<file path="config.mk">
export PLATFORM = sky130hd
export DESIGN_NAME = pin_level_port_top
export DESIGN_NICKNAME = d
export VERILOG_FILES = /design/src/pin_level_port_pkg.sv /design/src/pin_sync.sv /design/src/pin_level_port_top.sv
export SDC_FILE = /design/constraint.sdc
export NUM_CORES = 1
export LEC_CHECK = 0
export ABC_AREA = 0
export BUFFER_PORTS_ARGS = -buffer_cell sky130_fd_sc_hd__buf_4
export CAP_MARGIN = 20
export CORE_UTILIZATION = 40
export DETAILED_ROUTE_END_ITERATION = 10
export GPL_ROUTABILITY_DRIVEN = 0
export PLACE_DENSITY = 0.64
export SLEW_MARGIN = 15
export SYNTH_ARGS = -nofsm -noshare
export SYNTH_HDL_FRONTEND = slang
export SYNTH_HIERARCHICAL = 1
export SYNTH_SLANG_ARGS = --single-unit
</file>
<file path="constraint.sdc">
create_clock -name SYS_CLK_I -period 3.26 [get_ports SYS_CLK_I]
set_input_delay 0.652 -clock SYS_CLK_I [delete_from_list [all_inputs] [get_ports SYS_CLK_I]]
set_output_delay 0.652 -clock SYS_CLK_I [all_outputs]
set_load 0.005 [all_outputs]
</file>
<file path="src/pin_level_port_pkg.sv">
// shared constants and types for the eight-bit port block
package pin_level_port_pkg;
	// ------------------------------------------------------------
	// register byte offsets
	// ------------------------------------------------------------
	localparam logic [7:0] OFS_PIN_LEVEL = 8'h00;
	localparam logic [7:0] OFS_LATCH     = 8'h04;
	localparam logic [7:0] OFS_DIR       = 8'h08;
	localparam logic [7:0] OFS_CONV_CTRL = 8'h0C;
	localparam logic [7:0] OFS_OSC_CFG   = 8'h10;
	// ------------------------------------------------------------
	// widths and field positions
	// ------------------------------------------------------------
	localparam int PORT_W      = 8;
	localparam int PIN_TMR     = 4;
	localparam int PIN_VREF    = 2;
	localparam int PIN_SIX     = 6;
	localparam int PIN_SEVEN   = 7;
	localparam int SEL_LSB     = 0;
	localparam int SEL_MSB     = 3;
	localparam int REF_LSB     = 4;
	localparam int REF_MSB     = 5;
	localparam int OSC_MODE_LSB = 0;
	localparam int OSC_MODE_MSB = 3;
	localparam int REF_OUT_BIT  = 4;
	// converter control bits 7:6 unimplemented
	localparam logic [7:0] CONV_MASK = 8'h3F;
	// pins whose direction works plainly
	localparam logic [7:0] PLAIN_MASK = 8'h2B;
	// analog when select plus channel is below this
	localparam logic [3:0] ANALOG_LIMIT = 4'h7;
	// ------------------------------------------------------------
	// reset values
	// ------------------------------------------------------------
	localparam logic [7:0] RST_LATCH = 8'h00;
	localparam logic [7:0] RST_DIR   = 8'hFF;
	localparam logic [7:0] RST_CONV  = 8'h00;
	// ------------------------------------------------------------
	// oscillator modes
	// ------------------------------------------------------------
	typedef enum logic [3:0] {
		OSC_LP      = 4'h0,
		OSC_XT      = 4'h1,
		OSC_HS      = 4'h2,
		OSC_RC      = 4'h3,
		OSC_RC_IO   = 4'h4,
		OSC_EC      = 4'h5,
		OSC_EC_IO   = 4'h6,
		OSC_INT_IO1 = 4'h7,
		OSC_INT_IO2 = 4'h8
	} osc_mode_t;
	localparam osc_mode_t RST_OSC = OSC_INT_IO2;
	// ------------------------------------------------------------
	// timing
	// ------------------------------------------------------------
	localparam int CLK_MHZ  = 250;
	localparam int FOSC_DIV = 4;
	localparam int HALF_CNT = FOSC_DIV / 2;
	// ------------------------------------------------------------
	// pin drive carrier
	// ------------------------------------------------------------
	typedef struct packed {
		logic [7:0] level;
		logic [7:0] oe_n;
	} pin_drive_t;
endpackage

</file>
<file path="src/pin_sync.sv">
// two-stage synchroniser, one per pin
`timescale 1ns/10ps
`default_nettype none
module pin_sync #(
	parameter int W = 8
) (
	input  wire logic         clk_i,
	input  wire logic         rst_n_i,
	input  wire logic [W-1:0] async_i,
	output logic      [W-1:0] sync_o
);
	genvar b;
	generate
		for (b = 0; b < W; b++) begin : g_bit
			logic meta;
			always_ff @(posedge clk_i or negedge rst_n_i) begin
				if (!rst_n_i) begin
					meta      <= 1'b0;
					sync_o[b] <= 1'b0;
				end else begin
					meta      <= async_i[b];
					sync_o[b] <= meta;
				end
			end
		end
	endgenerate
endmodule
`default_nettype wire

</file>
<file path="src/pin_level_port_top.sv">
// eight-bit port with analog select, timer input and clock pin
// Behaviour
// - eight bits in each port register
// - direction one puts pin driver off
// - direction zero drives the latch value
// - pin read gives pins, write sets latch
// - latch read returns latched value
// - pin four feeds timer, open drain
// - oscillator-owned pins six, seven read zero
// - pin six/seven io only in io modes
// - pin six gives cycle clock otherwise
// - four-bit field selects analog pins
// - reset leaves analog pins reading zero
// - analog pin loses digital input only
// - direction still rules analog pins' drivers
// - reference output disables pin two
// - control layout: ref select, pin select
`timescale 1ns/10ps
`default_nettype none
module pin_level_port_top (
	input  wire logic        SYS_CLK_I,
	input  wire logic        RESET_N_I,
	input  wire logic        WB_CYC_I,
	input  wire logic        WB_STB_I,
	input  wire logic        WB_WE_I,
	input  wire logic [7:0]  WB_ADR_I,
	input  wire logic [3:0]  WB_SEL_I,
	input  wire logic [31:0] WB_DAT_I,
	output logic      [31:0] WB_DAT_O,
	output logic             WB_ACK_O,
	input  wire logic [7:0]  PIN_IN_I,
	output logic      [7:0]  PIN_OUT_O,
	output logic      [7:0]  PIN_OE_N_O,
	output logic             TIMER_CLK_O,
	output logic      [5:0]  ANALOG_SEL_O,
	output logic      [1:0]  VREF_SEL_O
);
	// ------------------------------------------------------------
	// storage
	// ------------------------------------------------------------
	logic [7:0]           lat;
	logic [7:0]           dir;
	logic [7:0]           conv;
	pin_level_port_pkg::osc_mode_t osc;
	logic                 ref_out;
	logic [7:0]           pin_s;
	logic                 cyc_clk;
	logic [1:0]           div_cnt;
	logic                 io6;
	logic                 io7;
	logic [5:0]           analog;
	logic [7:0]           dig_in;
	logic [7:0]           own_mask;
	logic [7:0]           pin_rd;
	logic [31:0]          next_dat;
	pin_level_port_pkg::pin_drive_t next_drv;
	logic                 req;
	logic                 wr;
	logic                 wr0;
	logic [4:0]           sel;

	pin_sync #(
		.W(pin_level_port_pkg::PORT_W)
	) u_sync (
		.clk_i  (SYS_CLK_I),
		.rst_n_i(RESET_N_I),
		.async_i(PIN_IN_I),
		.sync_o (pin_s)
	);

	// ------------------------------------------------------------
	// bus decode
	// ------------------------------------------------------------
	assign req = WB_CYC_I & WB_STB_I & ~WB_ACK_O;
	assign wr  = req & WB_WE_I;
	assign wr0 = wr & WB_SEL_I[0];
	assign sel = {1'b0, conv[pin_level_port_pkg::SEL_MSB:pin_level_port_pkg::SEL_LSB]};

	// ------------------------------------------------------------
	// oscillator pin ownership
	// ------------------------------------------------------------
	always_comb begin
		io6 = (osc == pin_level_port_pkg::OSC_RC_IO) |
			(osc == pin_level_port_pkg::OSC_INT_IO2) |
			(osc == pin_level_port_pkg::OSC_EC_IO);
		io7 = (osc == pin_level_port_pkg::OSC_INT_IO1) |
			(osc == pin_level_port_pkg::OSC_INT_IO2);
		own_mask = 8'hFF;
		own_mask[pin_level_port_pkg::PIN_SIX]   = io6;
		own_mask[pin_level_port_pkg::PIN_SEVEN] = io7;
	end

	// ------------------------------------------------------------
	// analog selection
	// ------------------------------------------------------------
	always_comb begin
		analog = 6'h00;
		analog[0] = (sel + 5'h00) < 5'(pin_level_port_pkg::ANALOG_LIMIT);
		analog[1] = (sel + 5'h01) < 5'(pin_level_port_pkg::ANALOG_LIMIT);
		analog[2] = (sel + 5'h02) < 5'(pin_level_port_pkg::ANALOG_LIMIT);
		analog[3] = (sel + 5'h03) < 5'(pin_level_port_pkg::ANALOG_LIMIT);
		analog[5] = (sel + 5'h04) < 5'(pin_level_port_pkg::ANALOG_LIMIT);
	end

	// ------------------------------------------------------------
	// digital input path
	// ------------------------------------------------------------
	always_comb begin
		dig_in = {io7, io6, ~analog[5], 1'b1, ~analog[3],
			~(analog[2] | ref_out), ~analog[1], ~analog[0]};
		pin_rd = pin_s & dig_in;
	end

	// ------------------------------------------------------------
	// read mux
	// ------------------------------------------------------------
	always_comb begin
		next_dat = 32'h0000_0000;
		case (WB_ADR_I)
			pin_level_port_pkg::OFS_PIN_LEVEL: begin
				next_dat[7:0] = pin_rd;
			end
			pin_level_port_pkg::OFS_LATCH: begin
				next_dat[7:0] = lat & own_mask;
			end
			pin_level_port_pkg::OFS_DIR: begin
				next_dat[7:0] = dir & own_mask;
			end
			pin_level_port_pkg::OFS_CONV_CTRL: begin
				next_dat[7:0] = conv & pin_level_port_pkg::CONV_MASK;
			end
			pin_level_port_pkg::OFS_OSC_CFG: begin
				next_dat[3:0] = osc;
				next_dat[pin_level_port_pkg::REF_OUT_BIT] = ref_out;
			end
			default: begin
				next_dat = 32'h0000_0000;
			end
		endcase
	end

	// ------------------------------------------------------------
	// bus answer
	// ------------------------------------------------------------
	always_ff @(posedge SYS_CLK_I or negedge RESET_N_I) begin
		if (!RESET_N_I) begin
			WB_ACK_O <= 1'b0;
			WB_DAT_O <= 32'h0000_0000;
		end else begin
			WB_ACK_O <= req;
			if (req && !WB_WE_I) begin
				WB_DAT_O <= next_dat;
			end
		end
	end

	// ------------------------------------------------------------
	// register writes
	// ------------------------------------------------------------
	always_ff @(posedge SYS_CLK_I or negedge RESET_N_I) begin
		if (!RESET_N_I) begin
			lat <= pin_level_port_pkg::RST_LATCH;
		end else if (wr0 && (WB_ADR_I == pin_level_port_pkg::OFS_PIN_LEVEL ||
			WB_ADR_I == pin_level_port_pkg::OFS_LATCH)) begin
			lat <= WB_DAT_I[7:0];
		end
	end

	always_ff @(posedge SYS_CLK_I or negedge RESET_N_I) begin
		if (!RESET_N_I) begin
			dir <= pin_level_port_pkg::RST_DIR;
		end else if (wr0 && WB_ADR_I == pin_level_port_pkg::OFS_DIR) begin
			dir <= WB_DAT_I[7:0];
		end
	end

	always_ff @(posedge SYS_CLK_I or negedge RESET_N_I) begin
		if (!RESET_N_I) begin
			conv <= pin_level_port_pkg::RST_CONV;
		end else if (wr0 && WB_ADR_I == pin_level_port_pkg::OFS_CONV_CTRL) begin
			conv <= WB_DAT_I[7:0] & pin_level_port_pkg::CONV_MASK;
		end
	end

	always_ff @(posedge SYS_CLK_I or negedge RESET_N_I) begin
		if (!RESET_N_I) begin
			osc     <= pin_level_port_pkg::RST_OSC;
			ref_out <= 1'b0;
		end else if (wr0 && WB_ADR_I == pin_level_port_pkg::OFS_OSC_CFG) begin
			osc     <= pin_level_port_pkg::osc_mode_t'(WB_DAT_I[3:0]);
			ref_out <= WB_DAT_I[pin_level_port_pkg::REF_OUT_BIT];
		end
	end

	// ------------------------------------------------------------
	// cycle clock divider
	// ------------------------------------------------------------
	always_ff @(posedge SYS_CLK_I or negedge RESET_N_I) begin
		if (!RESET_N_I) begin
			div_cnt <= 2'h0;
			cyc_clk <= 1'b0;
		end else if (div_cnt == 2'(pin_level_port_pkg::HALF_CNT - 1)) begin
			div_cnt <= 2'h0;
			cyc_clk <= ~cyc_clk;
		end else begin
			div_cnt <= div_cnt + 2'h1;
		end
	end

	// ------------------------------------------------------------
	// pin drivers
	// ------------------------------------------------------------
	always_comb begin
		next_drv.level = lat;
		next_drv.oe_n  = dir;
		next_drv.oe_n[pin_level_port_pkg::PIN_VREF] =
			dir[pin_level_port_pkg::PIN_VREF] | ref_out;
		next_drv.level[pin_level_port_pkg::PIN_TMR] = 1'b0;
		next_drv.oe_n[pin_level_port_pkg::PIN_TMR] = dir[pin_level_port_pkg::PIN_TMR] |
			lat[pin_level_port_pkg::PIN_TMR];
		if (!io6) begin
			next_drv.level[pin_level_port_pkg::PIN_SIX] = cyc_clk;
			next_drv.oe_n[pin_level_port_pkg::PIN_SIX]  = 1'b0;
		end
		if (!io7) begin
			next_drv.oe_n[pin_level_port_pkg::PIN_SEVEN] = 1'b1;
		end
	end

	always_ff @(posedge SYS_CLK_I or negedge RESET_N_I) begin
		if (!RESET_N_I) begin
			PIN_OUT_O    <= 8'h00;
			PIN_OE_N_O   <= 8'hFF;
			TIMER_CLK_O  <= 1'b0;
			ANALOG_SEL_O <= 6'h00;
			VREF_SEL_O   <= 2'h0;
		end else begin
			PIN_OUT_O    <= next_drv.level;
			PIN_OE_N_O   <= next_drv.oe_n;
			TIMER_CLK_O  <= pin_s[pin_level_port_pkg::PIN_TMR];
			ANALOG_SEL_O <= analog;
			VREF_SEL_O   <= conv[pin_level_port_pkg::REF_MSB:pin_level_port_pkg::REF_LSB];
		end
	end
endmodule
`default_nettype wire

</file>
Yosys cells after proc, flatten, opt, wreduce, memory -nomap -nowiden --
Cells that the tools add are included.
Word-level totals: register bits 78, bits of input ports 57, output and inout bits 58, logic and storage cells 83
Operators by class: add/subtract/negate cells 5, order comparisons 5, equality and inequality tests 9, muxes and demuxes 6, bitwise gates (word level) 20, reduce and logical (&&, ||, !) cells 8
Operators by type and width (count):
- one-hot mux 5 bit (5 select lines) | 1
- AND 8 bit | 3
- < comparator 5 x 3 -> 1 bit, second input constant | 4
- == test 8 x 4 -> 1 bit, second input constant | 2
- == test 4 x 3 -> 1 bit, second input constant | 3
- one-hot mux 3 bit (4 select lines) | 1
- adder 4 x 2 -> 5 bit, second input constant | 2
- == test 8 x 3 -> 1 bit, second input constant | 1
- == test 8 x 5 -> 1 bit, second input constant | 1
- logical NOT 8 bit | 1
- NOT 1 bit | 7
- bitwise OR 1 bit | 6
- adder 4 x 1 -> 5 bit, second input constant | 1
- adder 4 x 3 -> 5 bit, second input constant | 1
- logical AND 1 bit | 5
- AND 1 bit | 4
- == test 4 bit, second input constant | 1
- < comparator 4 x 3 -> 1 bit, second input constant | 1
- two-way mux 1 bit | 3
- adder 2 x 1 -> 2 bit, second input constant | 1
- == test 2 x 1 -> 1 bit, second input constant | 1
- two-way mux 2 bit | 1
- logical NOT 1 bit | 1
- logical OR 1 bit | 1

Longest topological paths before layout --
depth in word-level cells 6, depth in mapped cells 7, mapped depth without buffers 6

By module --
Netlist, hierarchy kept.
By module, submodules not included:
- pin_level_port_top | instances 1, cells each 244, area an instance 2939.1 sq um, seq. area each 1572.8 sq um
- pin_sync | instances 1, cells each 16, area an instance 400.4 sq um, seq. area each 400.4 sq um

Least setup slack after synthesis --
No wires, ideal clock.
path type input port to flip-flop, start input port WB_ADR_I[1], end register osc[0], data arrival time 2.212 ns, data required time 3.135 ns, slack 0.923 ns, cell stages on the path 6, cell sequence or2_1 > or4_1 > buf_2 > or3_1 > buf_6 > mux2_4
On the way: cells in the longest elaborated chain, start to end 2
Ends and longest elaborated chain:
- start: declaration | line pin_level_port_top.sv:26 | input wire logic [7:0] WB_ADR_I,
- == test 8 x 5 -> 1 bit | line pin_level_port_top.sv:189 | end else if (wr0 && WB_ADR_I == pin_level_port_pkg::OFS_OSC_CFG) begin
- logical AND 1 bit | line pin_level_port_top.sv:189
- end signal: assignment | line pin_level_port_top.sv:187 | osc <= pin_level_port_pkg::RST_OSC;
- end signal: assignment | line pin_level_port_top.sv:190 | osc <= pin_level_port_pkg::osc_mode_t'(WB_DAT_I[3:0]);
- end: declaration | line pin_level_port_top.sv:44 | pin_level_port_pkg::osc_mode_t osc;
No other way between the ends. A chain may end at the register's enable or synchronous reset.

Worst setup path after layout --
start input port WB_ADR_I[4], end register lat[0]
On the way: cells in the longest elaborated chain, start to end 3, elaborated cells on any way between the ends 4
Ends and longest elaborated chain:
- == test 8 x 3 -> 1 bit / logical NOT 8 bit (equally long branches) | line pin_level_port_top.sv:164, pin_level_port_top.sv:163
- logical OR 1 bit (*) | line pin_level_port_top.sv:163 | end else if (wr0 && (WB_ADR_I == pin_level_port_pkg::OFS_PIN_LEVEL ||
- logical AND 1 bit (*) | line pin_level_port_top.sv:163
- end signal: assignment | line pin_level_port_top.sv:162 | lat <= pin_level_port_pkg::RST_LATCH;
- end signal: assignment | line pin_level_port_top.sv:165 | lat <= WB_DAT_I[7:0];
- end: declaration | line pin_level_port_top.sv:41 | logic [7:0] lat;
Every way passes the cells marked *; elsewhere a longest branch is shown, timed or not.

==> results.toml <==
[run_status]
status = "complete, no violations"

[setup_path]
r2r_slack_ps = 1380
endpoint_kind = "flop"
crit_type = "primary input to flop"
worstPathArrival_ps = 2620
worstPathRequired_ps = 3490
crit_fanout = 12
r2r-start = "WB_ACK_O"
start_kind = "primary input"
reg2reg_to = "conv[0]"
reg2reg_depth = 4

[place]
post-place-cells = 411
dpl-instance-area_um2 = 3780
hpwl_mm = 4.42
port_buffers = 61

[finish]
synthToLayoutAreaGrowth_pct = 18.6
drive_above_1_share_pct = 42.5
final_area_um2 = 3960
fin_nets = 379
diodes = 0
stdcell_count = 427

[cts]
htreeDepth = 3
cts_root_buf = "clkbuf_8"
cts_setup_buffers = 0
cts_tree = "built"
ctsLongestPathBuffers = 2
clk-insertion-delay-late_ps = 350
post_cts_resized = 0
cts_hold_buf = 0
clock_sinks = 78
cts_buffers = 9
path_clk_slew_ps = 80

[die]
die_area_um2 = 8720
die_x_um = 93.4
ios = 115
row_count = 32
die_h_um = 93.4
initial_core_util_pct = 42.3
core_area_um2 = 7890

[sta]
fin_crit_ps = 2390
hold-worst-slack_ps = 351
fmax_ghz = 0.418
fin_worst_skew_ps = 13.8
max_slew.worst_pin.slew_ps = 944
finalHoldViolations = 0
finalSetupTns_ps = 0
rsz0062_at_grt = "false"
finalMaxSlewViolations = 0
finalSetupViolCount = 0
fin_crit_sh_pct = 73.3
relSlewSlack_pct = 37.0

[logic_synthesis]
synth_compound_area_share_pct = 8.36
synth_async_sr_flop_share_pct = 100
synth-simple-area-share_pct = 9.78
syn-cell-area_um2 = 3340
synthFlopType = "dfrtp_1"
synth_xor_area_share_pct = 0.262
syn_area_per_cell_um2 = 12.8
syn_inst = 260
synth_top_family_by_area = "multiplexers"
synthAdderAreaFrac_pct = 0.749
synth-seq-area-share_pct = 59.1
synth_edf_count = 0
synthMuxAreaShare_pct = 12.9
yosys.cell_types.count = 46
synth-seq-cells = 78
synth-warning-count = 6

[run]
maxCapViolCount = 0

[routing]
drt_pass1_iterations = 4
wirelength_mm = 6.46
viasPerCell = 4.89
vias = 2086
drc_errors = 0
wl_per_cell_um = 15.1
antenna_left = 0
drtIter0Drc = 94

[power]
p_per_area_nw_per_um2 = 444
ir_drop_mv = 0.356
switching_share_pct = 25.3
clockPowerShare_pct = 37.7
power.leakage_nw = 1.90
power_frac_seq_pct = 56.5
p_sw_mw = 0.445
p_comb_share_pct = 5.9
p_int_mw = 1.31

[min_path]
holdCritPathClass = "flop to flop"
min_from = "u_sync/g_bit[1].meta"
holdPathEnd = "u_sync/sync_o[1]"
whs_path_depth = 0

[global_route]
grtUsageTotal_pct = 15.8
grt-ovfl-total = 0
grt_pass1_wl_mm = 10.2
grt_max_degree = 79
antenna_found_initial = 0
grt_pass1_vias = 1934
kinds of logic (layout without fill, tap and decap cells):
family | count (synthesis) | count (layout)
buffers and inverters | 49 | 89
other | 1 | 26
flip-flops | 78 | 78
AO/OA/AOI/OAI | 37 | 37
AND/OR/NAND/NOR | 55 | 55
adder cells (fa/ha/maj) | 2 | 2
multiplexers | 37 | 37
XOR/XNOR | 1 | 1
worst max-delay path, cell delays in order:
cell and delay (ps):
buf_4 160, or4_1 530, or2_1 370, nor3_4 520, mux2_2 390
metrics by stage:
| step | worst slack, ps | utilization [%] | total power [mW] |
|---|---|---|---|
| 2_1_floorplan | 923 | - | 1.07 |
| 3_3_place_gp | 502 | 47.9 | 1.11 |
| 3_5_place_dp | 503 | 47.9 | 1.12 |
| 4_1_cts | 878 | 50.2 | 1.77 |
| 5_1_grt | 837 | 50.2 | 1.83 |
| 6_report | 869 | 50.2 | 1.76 |
routing by layer:
layer  track usage, %  vias up  wire length, µm  share of wire [%]
met1             20.9     1032             2900                 45
met3             4.72        7              298                4.6
met4             5.00        0               75                1.2
met2             25.1       65             3190                 49
met5                0        -                0                  0
li1                 -      982                -                  -
power by group through the flow:
| stage | clock network (mW) | logic [mW] | registers, mW |
|---|---|---|---|
| floorplan | 0 | 0.0619 | 1.01 |
| global placement | 0 | 0.103 | 1.01 |
| detailed placement | 0 | 0.105 | 1.01 |
| CTS | 0.676 | 0.105 | 0.993 |
| global route | 0.722 | 0.116 | 0.995 |
| finish | 0.663 | 0.103 | 0.993 |
cell usage after synthesis (3+ instances only):
master	n	area share (%)
dfstp_2	17	13
inv_1	10	1.1
a211oi_1	4	0.90
nand2_1	12	1.3
a21oi_1	6	0.90
nor2b_1	6	1.1
clkbuf_1	9	1.0
mux2_2	29	9.8
a21o_1	4	0.90
a22oi_1	4	0.90
mux2_4	5	2.2
o41ai_1	5	1.3
buf_4	26	5.8
or2_2	4	0.75
mux2i_1	3	0.90
nor2_1	9	1.0
nand3b_1	3	0.67
dfrtp_1	61	46
nor4bb_1	4	1.2
nand2b_1	3	0.56
layout by cell type (no fill, tap or decap), types with 3 or more instances in the layout:
master,count
inv_1,10
buf_4,63
nand3b_1,3
nor2_1,9
clkbuf_8,9
nor4bb_1,4
a22oi_1,4
a21o_1,4
dfstp_2,17
or2_2,4
nand2_1,12
dfrtp_1,61
o41ai_1,5
a21oi_1,6
nor2b_1,6
conb_1,26
a211oi_1,4
mux2i_1,3
nand2b_1,3
mux2_2,29
mux2_4,5
final cells by class:
| cell class | count | area (µm²) |
|---|---|---|
| Tap cell | 102 | 128 |
| Clock inverter | 7 | 57.6 |
| Timing Repair Buffer | 63 | 473 |
| Clock buffer | 9 | 124 |
| Fill cell | 699 | 3930 |
| Sequential cell | 78 | 1970 |
| Inverter | 10 | 37.5 |
| Multi-Input combinational cell | 158 | 1170 |
flip-flops by register name, summed over array words and instances, names as in the netlist, 2 cells and up:
name and flops:
PIN_OE_N_O 8, div_cnt 2, dir 8, osc 4, ANALOG_SEL_O 5, VREF_SEL_O 2, PIN_OUT_O 7, WB_DAT_O 8
u_sync/sync_o 8, u_sync/g_bit.meta 8, lat 8, conv 6
how the worst max path moves through the flow:
stage,endpoint,startpoint,cells past startpoint
4_1_cts,lat[0],WB_ADR_I[4],5
3_3_place_gp,lat[7],WB_ADR_I[4],5
2_1_floorplan,osc[0],WB_ADR_I[1],6
3_5_place_dp,lat[3],WB_ADR_I[4],5
5_1_grt,lat[2],WB_ADR_I[4],5
6_report,lat[0],WB_ADR_I[4],5
Power figures use the tool's default switching activity.
